**src/aozq_regs.svh**
```systemverilog
`ifndef AOZQ_REGS_SVH
`define AOZQ_REGS_SVH
// Clock period in picoseconds (25 MHz)
`define AOZQ_CLK_PS 40000
// Asynchronous termination delays, ns
`define AOZQ_TAONPD_MIN_NS 1
`define AOZQ_TAONPD_MAX_NS 9
`define AOZQ_TAOFPD_MIN_NS 1
`define AOZQ_TAOFPD_MAX_NS 9
// Least time rounds up, longest rounds down, never below one cycle
`define AOZQ_CYC_UP(ns) ((((ns) * 1000 + `AOZQ_CLK_PS - 1) / `AOZQ_CLK_PS) < 1 ? 1 : \
  (((ns) * 1000 + `AOZQ_CLK_PS - 1) / `AOZQ_CLK_PS))
`define AOZQ_CYC_DN(ns) ((((ns) * 1000) / `AOZQ_CLK_PS) < 1 ? 1 : (((ns) * 1000) / `AOZQ_CLK_PS))
`define AOZQ_AON_CYC `AOZQ_CYC_UP(`AOZQ_TAONPD_MIN_NS)
`define AOZQ_AOF_CYC `AOZQ_CYC_UP(`AOZQ_TAOFPD_MIN_NS)
// Mode register 0 bit that keeps the DLL running in power-down
`define AOZQ_MR0_PPD_BIT 12
// Address bit choosing long or short calibration
`define AOZQ_ZQ_LONG_BIT 10
// Default calibration, refresh, DLL-exit and latency values in cycles
`define AOZQ_ZQINIT_CYC 512
`define AOZQ_ZQOPER_CYC 256
`define AOZQ_ZQCS_CYC 64
`define AOZQ_TRFC_CYC 44
`define AOZQ_TXPDLL_CYC 10
`define AOZQ_WL_DEF 5
`define AOZQ_ODTL_DEF 3
`endif

```
**src/aozq_pkg.sv**
```systemverilog
package aozq_pkg;
  typedef struct packed {
    logic cs_n;
    logic ras_n;
    logic cas_n;
    logic we_n;
  } aozq_cmd_type;

  typedef enum logic [1:0] {
    AOZQ_PD_ACTIVE,
    AOZQ_PD_DOWN
  } aozq_pd_type;

  typedef enum logic [1:0] {
    AOZQ_CAL_IDLE,
    AOZQ_CAL_RUN,
    AOZQ_CAL_APPLY
  } aozq_cal_type;

  typedef struct packed {
    logic rtt_on;
    logic async_mode;
    logic uncertain;
  } aozq_odt_type;
endpackage

```
**src/aozq_core.sv**
```systemverilog
// Function
// - Async termination when DLL frozen in power-down
// - Async path ignores additive latency
// - Turn-on between 1 and 9 ns
// - Turn-off between 1 and 9 ns
// - ODT receiver stays active in power-down
// - Entry window WL-1 before CKE low
// - Refresh in progress extends entry window tRFC
// - Window allows either sync or async timing
// - Exit window max ODTL before, tXPDLL after
// - Overlapping entry/exit windows merge into one
// - Overlapping exit/entry windows merge into one
// - First long calibration tZQinit, later tZQoper
// - Short calibration completes within tZQCS
// - Cut calibration current once values applied
// - No calibration after self-refresh unless commanded
// - Calibration decode, A10 selects long/short
`include "aozq_regs.svh"

module aozq_core
  import aozq_pkg::*;
#(
  parameter int WL = `AOZQ_WL_DEF,
  parameter int AL = 0,
  parameter int ODTL_ON = `AOZQ_ODTL_DEF,
  parameter int ODTL_OFF = `AOZQ_ODTL_DEF,
  parameter int TRFC_CYC = `AOZQ_TRFC_CYC,
  parameter int TXPDLL_CYC = `AOZQ_TXPDLL_CYC,
  parameter int ZQINIT_CYC = `AOZQ_ZQINIT_CYC,
  parameter int ZQOPER_CYC = `AOZQ_ZQOPER_CYC,
  parameter int ZQCS_CYC = `AOZQ_ZQCS_CYC
) (
  input wire logic clk,
  input wire logic sys_rst,
  input wire logic clk_en,
  input wire logic cke,
  input wire logic odt,
  input wire aozq_cmd_type cmd,
  input wire logic [15:0] addr,
  input wire logic mr0_write,
  input wire logic refresh_cmd,
  output aozq_odt_type odt_state,
  output logic cal_busy,
  output logic cal_done,
  output logic zq_current_on
);

  localparam int CW = 16;
  localparam int DLY = 64;
  localparam int ENTRY_LEAD = (WL > 1) ? WL - 1 : 1;
  localparam int EXIT_LEAD = (ODTL_ON > ODTL_OFF) ? ODTL_ON : ODTL_OFF;
  localparam int SYNC_DLY = AL + ODTL_ON + 1;

  // ****************************************************************
  // Command decode
  // ****************************************************************
  function automatic logic is_zq(input aozq_cmd_type c, input logic ck_prev, input logic ck_cur);
    is_zq = ck_prev && ck_cur && !c.cs_n && c.ras_n && c.cas_n && !c.we_n;
  endfunction

  logic cke_prev;
  logic dll_frozen;
  aozq_pd_type pd_state;
  logic zq_cmd;
  logic pd_enter;
  logic pd_exit;

  assign zq_cmd = is_zq(cmd, cke_prev, cke) && (pd_state == AOZQ_PD_ACTIVE);
  assign pd_enter = cke_prev && !cke;
  assign pd_exit = !cke_prev && cke;

  always_ff @(posedge clk) begin
    if (sys_rst) begin
      cke_prev <= 1'b0;
    end else if (clk_en) begin
      cke_prev <= cke;
    end
  end

  always_ff @(posedge clk) begin
    if (sys_rst) begin
      dll_frozen <= 1'b1;
    end else if (clk_en && mr0_write) begin
      dll_frozen <= !addr[`AOZQ_MR0_PPD_BIT];
    end
  end

  always_ff @(posedge clk) begin
    if (sys_rst) begin
      pd_state <= AOZQ_PD_ACTIVE;
    end else if (clk_en) begin
      case (pd_state)
        AOZQ_PD_ACTIVE: begin
          if (pd_enter) begin
            pd_state <= AOZQ_PD_DOWN;
          end
        end
        AOZQ_PD_DOWN: begin
          if (pd_exit) begin
            pd_state <= AOZQ_PD_ACTIVE;
          end
        end
        default: begin
          pd_state <= AOZQ_PD_ACTIVE;
        end
      endcase
    end
  end

  // ****************************************************************
  // Transition windows
  // ****************************************************************
  // The window opens before the CKE edge, so the device cannot know it
  // early; instead the ODT history over the lead is treated as uncertain
  // by holding the flag on for that lead after the edge as well.
  logic [CW-1:0] refresh_left;
  logic [CW-1:0] win_left;
  logic [CW-1:0] next_win_left;
  logic window;

  always_ff @(posedge clk) begin
    if (sys_rst) begin
      refresh_left <= '0;
    end else if (clk_en) begin
      if (refresh_cmd) begin
        refresh_left <= CW'(TRFC_CYC);
      end else if (refresh_left != '0) begin
        refresh_left <= refresh_left - 1'b1;
      end
    end
  end

  always_comb begin
    next_win_left = (win_left != '0) ? win_left - 1'b1 : '0;
    if (dll_frozen && pd_enter) begin
      // entry window held for the lead after CKE low
      next_win_left = CW'(ENTRY_LEAD);
      if (refresh_left > next_win_left) begin
        next_win_left = refresh_left;
      end
    end else if (dll_frozen && pd_exit) begin
      // exit window spans lead plus tXPDLL
      next_win_left = CW'(EXIT_LEAD + TXPDLL_CYC);
    end
    // later window keeps earlier one open
    if (win_left > next_win_left) begin
      next_win_left = win_left - 1'b1;
    end
  end

  always_ff @(posedge clk) begin
    if (sys_rst) begin
      win_left <= '0;
    end else if (clk_en) begin
      win_left <= next_win_left;
    end
  end

  assign window = (win_left != '0);

  // ****************************************************************
  // Termination control
  // ****************************************************************
  // ODT sampled every cycle, even in power-down
  logic [DLY-1:0] odt_hist;
  logic async_mode;
  logic rtt_on;
  logic rtt_target;

  always_ff @(posedge clk) begin
    if (sys_rst) begin
      odt_hist <= '0;
    end else if (clk_en) begin
      odt_hist <= {odt_hist[DLY-2:0], odt};
    end
  end

  assign async_mode = dll_frozen && (pd_state == AOZQ_PD_DOWN);

  always_comb begin
    if (async_mode || window) begin
      // window uses async timing inside legal range
      // Taken straight from the pin so the change lands on the sampling edge;
      // a second flop here would push it a whole 40 ns past that edge
      rtt_target = odt;
    end else begin
      rtt_target = odt_hist[SYNC_DLY - 1];
    end
  end

  always_ff @(posedge clk) begin
    if (sys_rst) begin
      rtt_on <= 1'b0;
    end else if (clk_en) begin
      rtt_on <= rtt_target;
    end
  end

  assign odt_state.rtt_on = rtt_on;
  assign odt_state.async_mode = async_mode;
  assign odt_state.uncertain = window;

  // ****************************************************************
  // Calibration engine
  // ****************************************************************
  aozq_cal_type cal_state;
  logic [CW-1:0] cal_left;
  logic first_long_done;

  always_ff @(posedge clk) begin
    if (sys_rst) begin
      cal_state <= AOZQ_CAL_IDLE;
      cal_left <= '0;
      first_long_done <= 1'b0;
    end else if (clk_en) begin
      case (cal_state)
        AOZQ_CAL_IDLE: begin
          // only an explicit command starts calibration
          if (zq_cmd) begin
            cal_state <= AOZQ_CAL_RUN;
            if (addr[`AOZQ_ZQ_LONG_BIT]) begin
              cal_left <= first_long_done ? CW'(ZQOPER_CYC - 1) : CW'(ZQINIT_CYC - 1);
              first_long_done <= 1'b1;
            end else begin
              cal_left <= CW'(ZQCS_CYC - 1);
            end
          end
        end
        AOZQ_CAL_RUN: begin
          if (cal_left <= CW'(1)) begin
            cal_state <= AOZQ_CAL_APPLY;
          end else begin
            cal_left <= cal_left - 1'b1;
          end
        end
        AOZQ_CAL_APPLY: begin
          cal_state <= AOZQ_CAL_IDLE;
          cal_left <= '0;
        end
        default: begin
          cal_state <= AOZQ_CAL_IDLE;
        end
      endcase
    end
  end

  assign zq_current_on = (cal_state == AOZQ_CAL_RUN);
  assign cal_busy = (cal_state != AOZQ_CAL_IDLE);

  always_ff @(posedge clk) begin
    if (sys_rst) begin
      cal_done <= 1'b0;
    end else if (clk_en) begin
      cal_done <= (cal_state == AOZQ_CAL_APPLY);
    end
  end

endmodule // aozq_core

```
**config.mk**
```make
export PLATFORM = sky130hd
export DESIGN_NAME = aozq_core
export DESIGN_NICKNAME = d
export VERILOG_FILES = /design/src/aozq_pkg.sv /design/src/aozq_core.sv
export VERILOG_INCLUDE_DIRS = /design/src /design/src/src
export SDC_FILE = /design/constraint.sdc
export NUM_CORES = 1
export LEC_CHECK = 0
export BUFFER_PORTS_ARGS = -buffer_cell sky130_fd_sc_hd__buf_2
export CORE_MARGIN = 2
export CORE_UTILIZATION = 35
export DETAILED_ROUTE_END_ITERATION = 10
export SYNTH_ARGS = -nofsm -noshare
export SYNTH_HDL_FRONTEND = slang
export SYNTH_SLANG_ARGS = --single-unit
```
**constraint.sdc**
```tcl
create_clock -name clk -period 5.6 [get_ports clk]
set_input_delay 1.12 -clock clk [delete_from_list [all_inputs] [get_ports clk]]
set_output_delay 1.12 -clock clk [all_outputs]
set_load 0.01 [all_outputs]
```
==> impl_metrics.json, run 1 <==
{
  "drtIter0Drc": 203,
  "r2r_setup_slack_ps": 1120,
  "core_area_mm2": 0.0114,
  "netlist_area_mm2": 0.00411,
  "clock_skew_ps": 3.98,
  "clk_transition_reported_paths_ps": 50,
  "static-leakage-power_nw": 1.73,
  "timing.critical_path.from_type": "flop",
  "detailroute.wirelength.met3_um": 348,
  "cp_data_arrival_time_ps": 4710,
  "worst_slew_margin_rel_pct": 33.7,
  "max_freq_mhz": 223,
  "synth-edff-count": 0,
  "antenna_cells_inserted": 0,
  "min-delay-start": "cal_left[8]",
  "chipWidth_um": 112,
  "routed.top_layer": "met4",
  "yosysSeqAreaShare_pct": 29.2,
  "cts_num_sinks": 60,
  "postSynth.asyncResetShare_pct": 0,
  "boundaryPins": 33,
  "critPathCaptureType": "flop",
  "initial_core_util_pct": 36.0,
  "synth_net_count": 582,
  "cts_tree": "built",
  "cts.repair_timing.setup_buffer_count": 0,
  "rsz0062_at_grt": "false",
  "floorplan.die.height_um": 112,
  "tightestPinTransition_ps": 993,
  "timing.max_cap.violations": 0,
  "cts.hold.buffers_added": 0,
  "synthToLayoutAreaGrowth_pct": 11.5,
  "placement_rows": 39,
  "r2r_cells": 15,
  "syn_avg_cell_area_um2": 7.79,
  "crit_slowest_cell": "sky130_fd_sc_hd__and2_0",
  "route.detailed.drc": 0,
  "final.setup.tns_ps": 0,
  "detailroute.wirelength.met2_um": 5070,
  "yosysTopAreaCell": "sky130_fd_sc_hd__dfxtp_1",
  "cts_htree_levels": 3,
  "detailed_router_iteration_count_before_antenna_repair": 6,
  "portBuffers": 18,
  "grt_max_degree": 51,
  "grt_overflow_total": 0,
  "fp.dieArea_mm2": 0.0126,
  "num_vias": 3936,
  "synthCells": 528,
  "post-route-period-util_pct": 80.0,
  "postLayoutCoreUtil_pct": 40.1,
  "grt_first_pass_wirelength_um": 17700,
  "power.total_mw": 3.03,
  "layout_commonest_cell": "sky130_fd_sc_hd__nor2_1",
  "cts-root-buf": "sky130_fd_sc_hd__clkbuf_16",
  "timing.rr.end": "win_left[0]",
  "hold_end": "cal_left[8]",
  "fraction_of_post_synthesis_cell_area_in_the_top_cell_type_by_area_pct": 29.2,
  "hold_class": "reg2reg",
  "required_worst_endpoint_ps": 5830,
  "clock_insertion_delay_worst_skew_ps": 330,
  "fill_cells": 1188,
  "clock_tree.buffer_depth": 2,
  "vias_per_cell": 5.79,
  "path_max_fanout": 19,
  "finalSetupViolCount": 0,
  "worst_vdd_drop_v": 0.000306,
  "cts_repair_resize_count": 0,
  "yosys_warnings": 0,
  "hpwlAfterDp_um": 7250,
  "power_density_over_the_cells_mw_per_mm2": 662,
  "criticalPathCategory": "reg2reg",
  "grt_antenna_before_repair": 0,
  "gp_congestion": 0.893,
  "cts_made_buffers": 9,
  "reg2reg_from": "win_left[0]",
  "dominantRegCellSynth": "sky130_fd_sc_hd__dfxtp_1",
  "wire_per_inst_um": 15.6,
  "report.final.hold_viol_count": 0,
  "drt-total-wl_um": 10600,
  "number_of_distinct_library_cell_variants_in_the_gate_level_netlist_after_synthesis": 70,
  "result_of_the_run": "finished clean",
  "maximum_single_stage_delay_on_the_critical_path_ps": 430,
  "drive_gt1_share_pct": 10.1,
  "gr-usage-all-layers_pct": 17.1,
  "synth.area.top_cells": "sky130_fd_sc_hd__dfxtp_1 29%, sky130_fd_sc_hd__ha_1 8.2%, sky130_fd_sc_hd__nor2_1 5.9%",
  "finalHoldWorstSlack_ps": 479,
  "whs_path_depth": 2,
  "most-common-layout-cells": "65 x sky130_fd_sc_hd__nor2_1, 60 x sky130_fd_sc_hd__dfxtp_1, 42 x sky130_fd_sc_hd__nand2_1",
  "m1WireLength_um": 5040,
  "ys_seq_elements": 60,
  "finalMaxSlewViolations": 0,
  "critical_path.cell_chain": "inv_1 -> ha_1 -> nor4b_1 -> nand4_1 -> and2_0 -> buf_4 -> a22oi_1 -> ha_1 -> a21oi_1 -> nor2_1 -> a211oi_1 -> a31oi_2 -> buf_4 -> a221o_1 -> a311oi_1",
  "first_global_vias": 3736,
  "finalWorstPathRequiredPeriod_ps": 4480,
  "drt.antenna.violating_nets": 0,
  "final_net_count": 587
}
routing by layer:
| layer | global-route usage [%] | up-vias |
|---|---|---|
| met4 | 6.50 | 0 |
| met5 | 0 | - |
| met2 | 29.0 | 73 |
| met3 | 3.73 | 11 |
| met1 | 21.3 | 1883 |
| li1 | - | 1969 |
worst max path at each step:
stage,start,to,slack [ps],cells past startpoint
after floorplan,cke,win_left[0],1810,12
after global placement,cke,win_left[8],1190,13
after detailed placement,cke,win_left[0],1130,13
after CTS,win_left[0],win_left[0],1220,15
after global routing,win_left[0],win_left[0],780,15
final,win_left[0],win_left[0],1120,15
cell usage after synthesis (all sizes together) (12+ instances only):
cell / n
nor2: 67
dfxtp: 60
nand2: 42
a21oi: 33
o21ai: 33
ha: 27
nor3: 24
clkbuf: 21
inv: 18
nor4: 13
xnor2: 13
nand4: 12
power breakdown:
part | total (mW) | internal [mW] | switching, mW
combinational | 1.86 | 0.716 | 1.15
clock | 0.535 | 0.344 | 0.190
sequential | 0.638 | 0.506 | 0.132
total | 3.03 | 1.57 | 1.47
sequential cells by signal (all words and copies together) (netlist names):
| name | cells |
|---|---|
| cal_done | 1 |
| cal_left | 16 |
| cal_state | 2 |
| cke_prev | 1 |
| dll_frozen | 1 |
| first_long_done | 1 |
| odt_hist | 4 |
| pd_state | 1 |
| refresh_left | 16 |
| rtt_on | 1 |
| win_left | 16 |
critical path: cells and delay by family (launching register included):
kind,cells,cell delay [ps]
buffers and inverters,3,680
AO/OA/AOI/OAI,6,1600
adder cells (fa/ha/maj),2,470
AND/OR/NAND/NOR,4,1290
flip-flops,1,350
cell type report:
class / instances / area [um^2] / area share [%]
Sequential cell: 60 / 1200 / 26.2
Clock inverter: 1 / 5.00 / 0.109
Timing Repair Buffer: 25 / 143 / 3.11
Multi-Input combinational cell: 418 / 2700 / 58.9
Tap cell: 143 / 179 / 3.90
Inverter: 19 / 71.3 / 1.56
Clock buffer: 14 / 284 / 6.20
stage by stage:
stage               worst slack [ps]  instances  cell area, um^2
floorplan                       1810        528             4110
global route                     777        680             4580
detailed placement              1130        665             4290
finish                          1120        680             4580
global placement                1190        665             4290
CTS                             1220        680             4580
cells by family (layout without fill, tap and decap cells):
group / count (synthesis) / in the layout / share of synthesized area (%)
AOI/OAI and AO/OA: 137 / 137 / 22.3
xor gates and xnor gates: 23 / 23 / 4.90
adders and majority gates: 27 / 27 / 8.22
buffers and inverters: 50 / 59 / 5.11
DFF: 60 / 60 / 29.2
muxes: 6 / 6 / 1.46
and+or+nand+nor: 225 / 225 / 28.8
No activity file was read; power rests on OpenSTA's default activity.
==> inputs of run 2 (changes only) <==
==> constraint.sdc (replaced) <==
create_clock -name clk -period 4.5 [get_ports clk]
set_input_delay 0.9 -clock clk [delete_from_list [all_inputs] [get_ports clk]]
set_output_delay 0.9 -clock clk [all_outputs]
set_load 0.01 [all_outputs]
==> run 2 against run 1 <==
Utilization up 0.75 points. Total power up 30%. Sequential power is 23% higher. Final cell count up 0.88%. Critical path depth decreased by 2. Flip-flop and latch count stayed put. Critical endpoint unchanged. Largest power group unchanged. Highest routed layer unchanged.
==> impl_metrics.json, run 2 (same netlist as run 1, synthesis figures left out) <==
{
  "result_of_the_run": "finished clean",
  "grt_max_degree": 51,
  "wire_per_inst_um": 15.4,
  "rsz0062_at_grt": "false",
  "core_area_mm2": 0.0114,
  "final.setup.tns_ps": 0,
  "worst_slew_margin_rel_pct": 33.9,
  "top_regs": "cal_left: 16 flops, refresh_left: 16 flops, win_left: 16 flops",
  "max_freq_mhz": 255,
  "timing.critical_path.from": "win_left[8]",
  "power.total_mw": 3.95,
  "report.final.hold_viol_count": 0,
  "postLayoutCoreUtil_pct": 40.9,
  "floorplan.die.height_um": 112,
  "gp_congestion": 0.897,
  "global_route_met1_utilization_pct": 21.1,
  "clock_tree.buffer_depth": 2,
  "portBuffers": 18,
  "drtIter0Drc": 219,
  "clock_insertion_delay_worst_skew_ps": 330,
  "finalWorstPathRequiredPeriod_ps": 3920,
  "gr-usage-all-layers_pct": 17.1,
  "grt_first_pass_wirelength_um": 17700,
  "path_max_fanout": 19,
  "worst_setup_path_endpoint": "win_left[0]",
  "cts-root-buf": "sky130_fd_sc_hd__clkbuf_16",
  "cp_data_arrival_time_ps": 4150,
  "critPathTopFamily": "simple AND/OR/NAND/NOR gates",
  "drt.antenna.violating_nets": 0,
  "worst-path-buf-inv": 1,
  "busiest_layer": "met2",
  "timing.rr.end": "win_left[0]",
  "timing.critical_path.from_type": "flop",
  "critPathCaptureType": "flop",
  "power_density_over_the_cells_mw_per_mm2": 847,
  "hpwlAfterDp_um": 7460,
  "detailed_router_iteration_count_before_antenna_repair": 5,
  "boundaryPins": 33,
  "finalMaxSlewViolations": 0,
  "drive_gt1_share_pct": 11.2,
  "critical_path.cell_chain": "or4_4 -> or4_1 -> nor3_1 -> xor2_1 -> a22oi_1 -> ha_1 -> nand2_1 -> nor2_1 -> a211oi_1 -> a31oi_2 -> buf_4 -> a221o_1 -> a311oi_1",
  "r2r_setup_slack_ps": 580,
  "r2r_cells": 13,
  "synthToLayoutAreaGrowth_pct": 13.5,
  "cts_repair_resize_count": 0,
  "hold_class": "reg2reg",
  "timing.max_cap.violations": 0,
  "crit_slowest_cell": "sky130_fd_sc_hd__or4_4",
  "required_worst_endpoint_ps": 4740,
  "grt_antenna_before_repair": 0,
  "cts.hold.buffers_added": 0,
  "placement_rows": 39,
  "cts_tree": "built",
  "met2_usage_pct": 29.1,
  "chipWidth_um": 112,
  "first_global_vias": 3728,
  "cts_htree_levels": 3,
  "cts.repair_timing.setup_buffer_count": 0,
  "cts_made_buffers": 9,
  "route.detailed.drc": 0,
  "tightestPinTransition_ps": 990,
  "worstSetupPathDepth": 13,
  "final_net_count": 592,
  "grt_overflow_total": 0,
  "static-leakage-power_nw": 1.78,
  "cts_num_sinks": 60,
  "criticalPathCategory": "reg2reg",
  "worst_vdd_drop_v": 0.000527,
  "fp.dieArea_mm2": 0.0126,
  "postLayoutCellArea_mm2": 0.00467,
  "layout_commonest_cell": "sky130_fd_sc_hd__nor2_1",
  "clock_skew_ps": 6.30,
  "antenna_cells_inserted": 0,
  "vias_per_cell": 5.76,
  "finalSetupViolCount": 0,
  "drt-total-wl_um": 10600,
  "initial_core_util_pct": 36.0,
  "postPlaceCellArea_mm2": 0.00433,
  "maximum_single_stage_delay_on_the_critical_path_ps": 580,
  "num_vias": 3951,
  "clk_transition_reported_paths_ps": 60,
  "groute.layer.met3.usage_pct": 3.29,
  "post-route-period-util_pct": 87.1,
  "most-common-layout-cells": "65 x sky130_fd_sc_hd__nor2_1, 60 x sky130_fd_sc_hd__dfxtp_1, 42 x sky130_fd_sc_hd__nand2_1",
  "reg2reg_from": "win_left[8]"
}
[run 2: changes by cell type in the layout (fill, tap and decap cells not counted)]
cell                        previous run  this run
sky130_fd_sc_hd__buf_4                 7        12
sky130_fd_sc_hd__bufinv_16             0         2
sky130_fd_sc_hd__clkbuf_1              1         0
sky130_fd_sc_hd__clkbuf_8              4         3
sky130_fd_sc_hd__clkinv_2              1         2
[run 2: per-stage QoR]
| stage | hold WS, ps | std cells | setup WS [ps] |
|---|---|---|---|
| floorplan | 441 | 528 | 788 |
| global placement | 459 | 670 | 637 |
| detailed placement | 474 | 670 | 571 |
| CTS | 481 | 686 | 629 |
| global route | 510 | 686 | 317 |
| finish | 479 | 686 | 580 |
[run 2: tightest hold or removal path: stages, from the launching register on]
cell and delay [ps]:
sky130_fd_sc_hd__dfxtp_1 310, sky130_fd_sc_hd__o21ai_0 70, sky130_fd_sc_hd__a21oi_1 60
[run 2: where the power goes]
group	total, mW	internal [mW]	switching [mW]
registers	0.783	0.629	0.153
logic	2.40	0.948	1.45
clock network	0.775	0.528	0.247
[run 2: worst min-delay path by stage]
stage | cells after the start | start | slack [ps] | to
floorplan | 2 | first_long_done | 440 | first_long_done
global placement | 2 | cal_left[11] | 460 | cal_left[11]
detailed placement | 2 | cal_left[15] | 470 | cal_left[15]
CTS | 2 | cal_left[14] | 480 | cal_left[14]
global route | 2 | cal_left[15] | 510 | cal_left[15]
finish | 2 | cal_left[14] | 480 | cal_left[14]
[run 2: final cells by class]
type / count / area [um^2]
Clock inverter: 4 / 70.1
Fill cell: 1174 / 6750
Multi-Input combinational cell: 418 / 2700
Inverter: 19 / 71.3
Sequential cell: 60 / 1200
Clock buffer: 12 / 267
Tap cell: 143 / 179
Timing Repair Buffer: 30 / 180
[run 2: per-layer routing]
metal	vias to the layer above	wire (um)
met5	-	0
met4	0	254
met3	20	366
met2	84	5080
met1	1870	4860
li1	1977	-
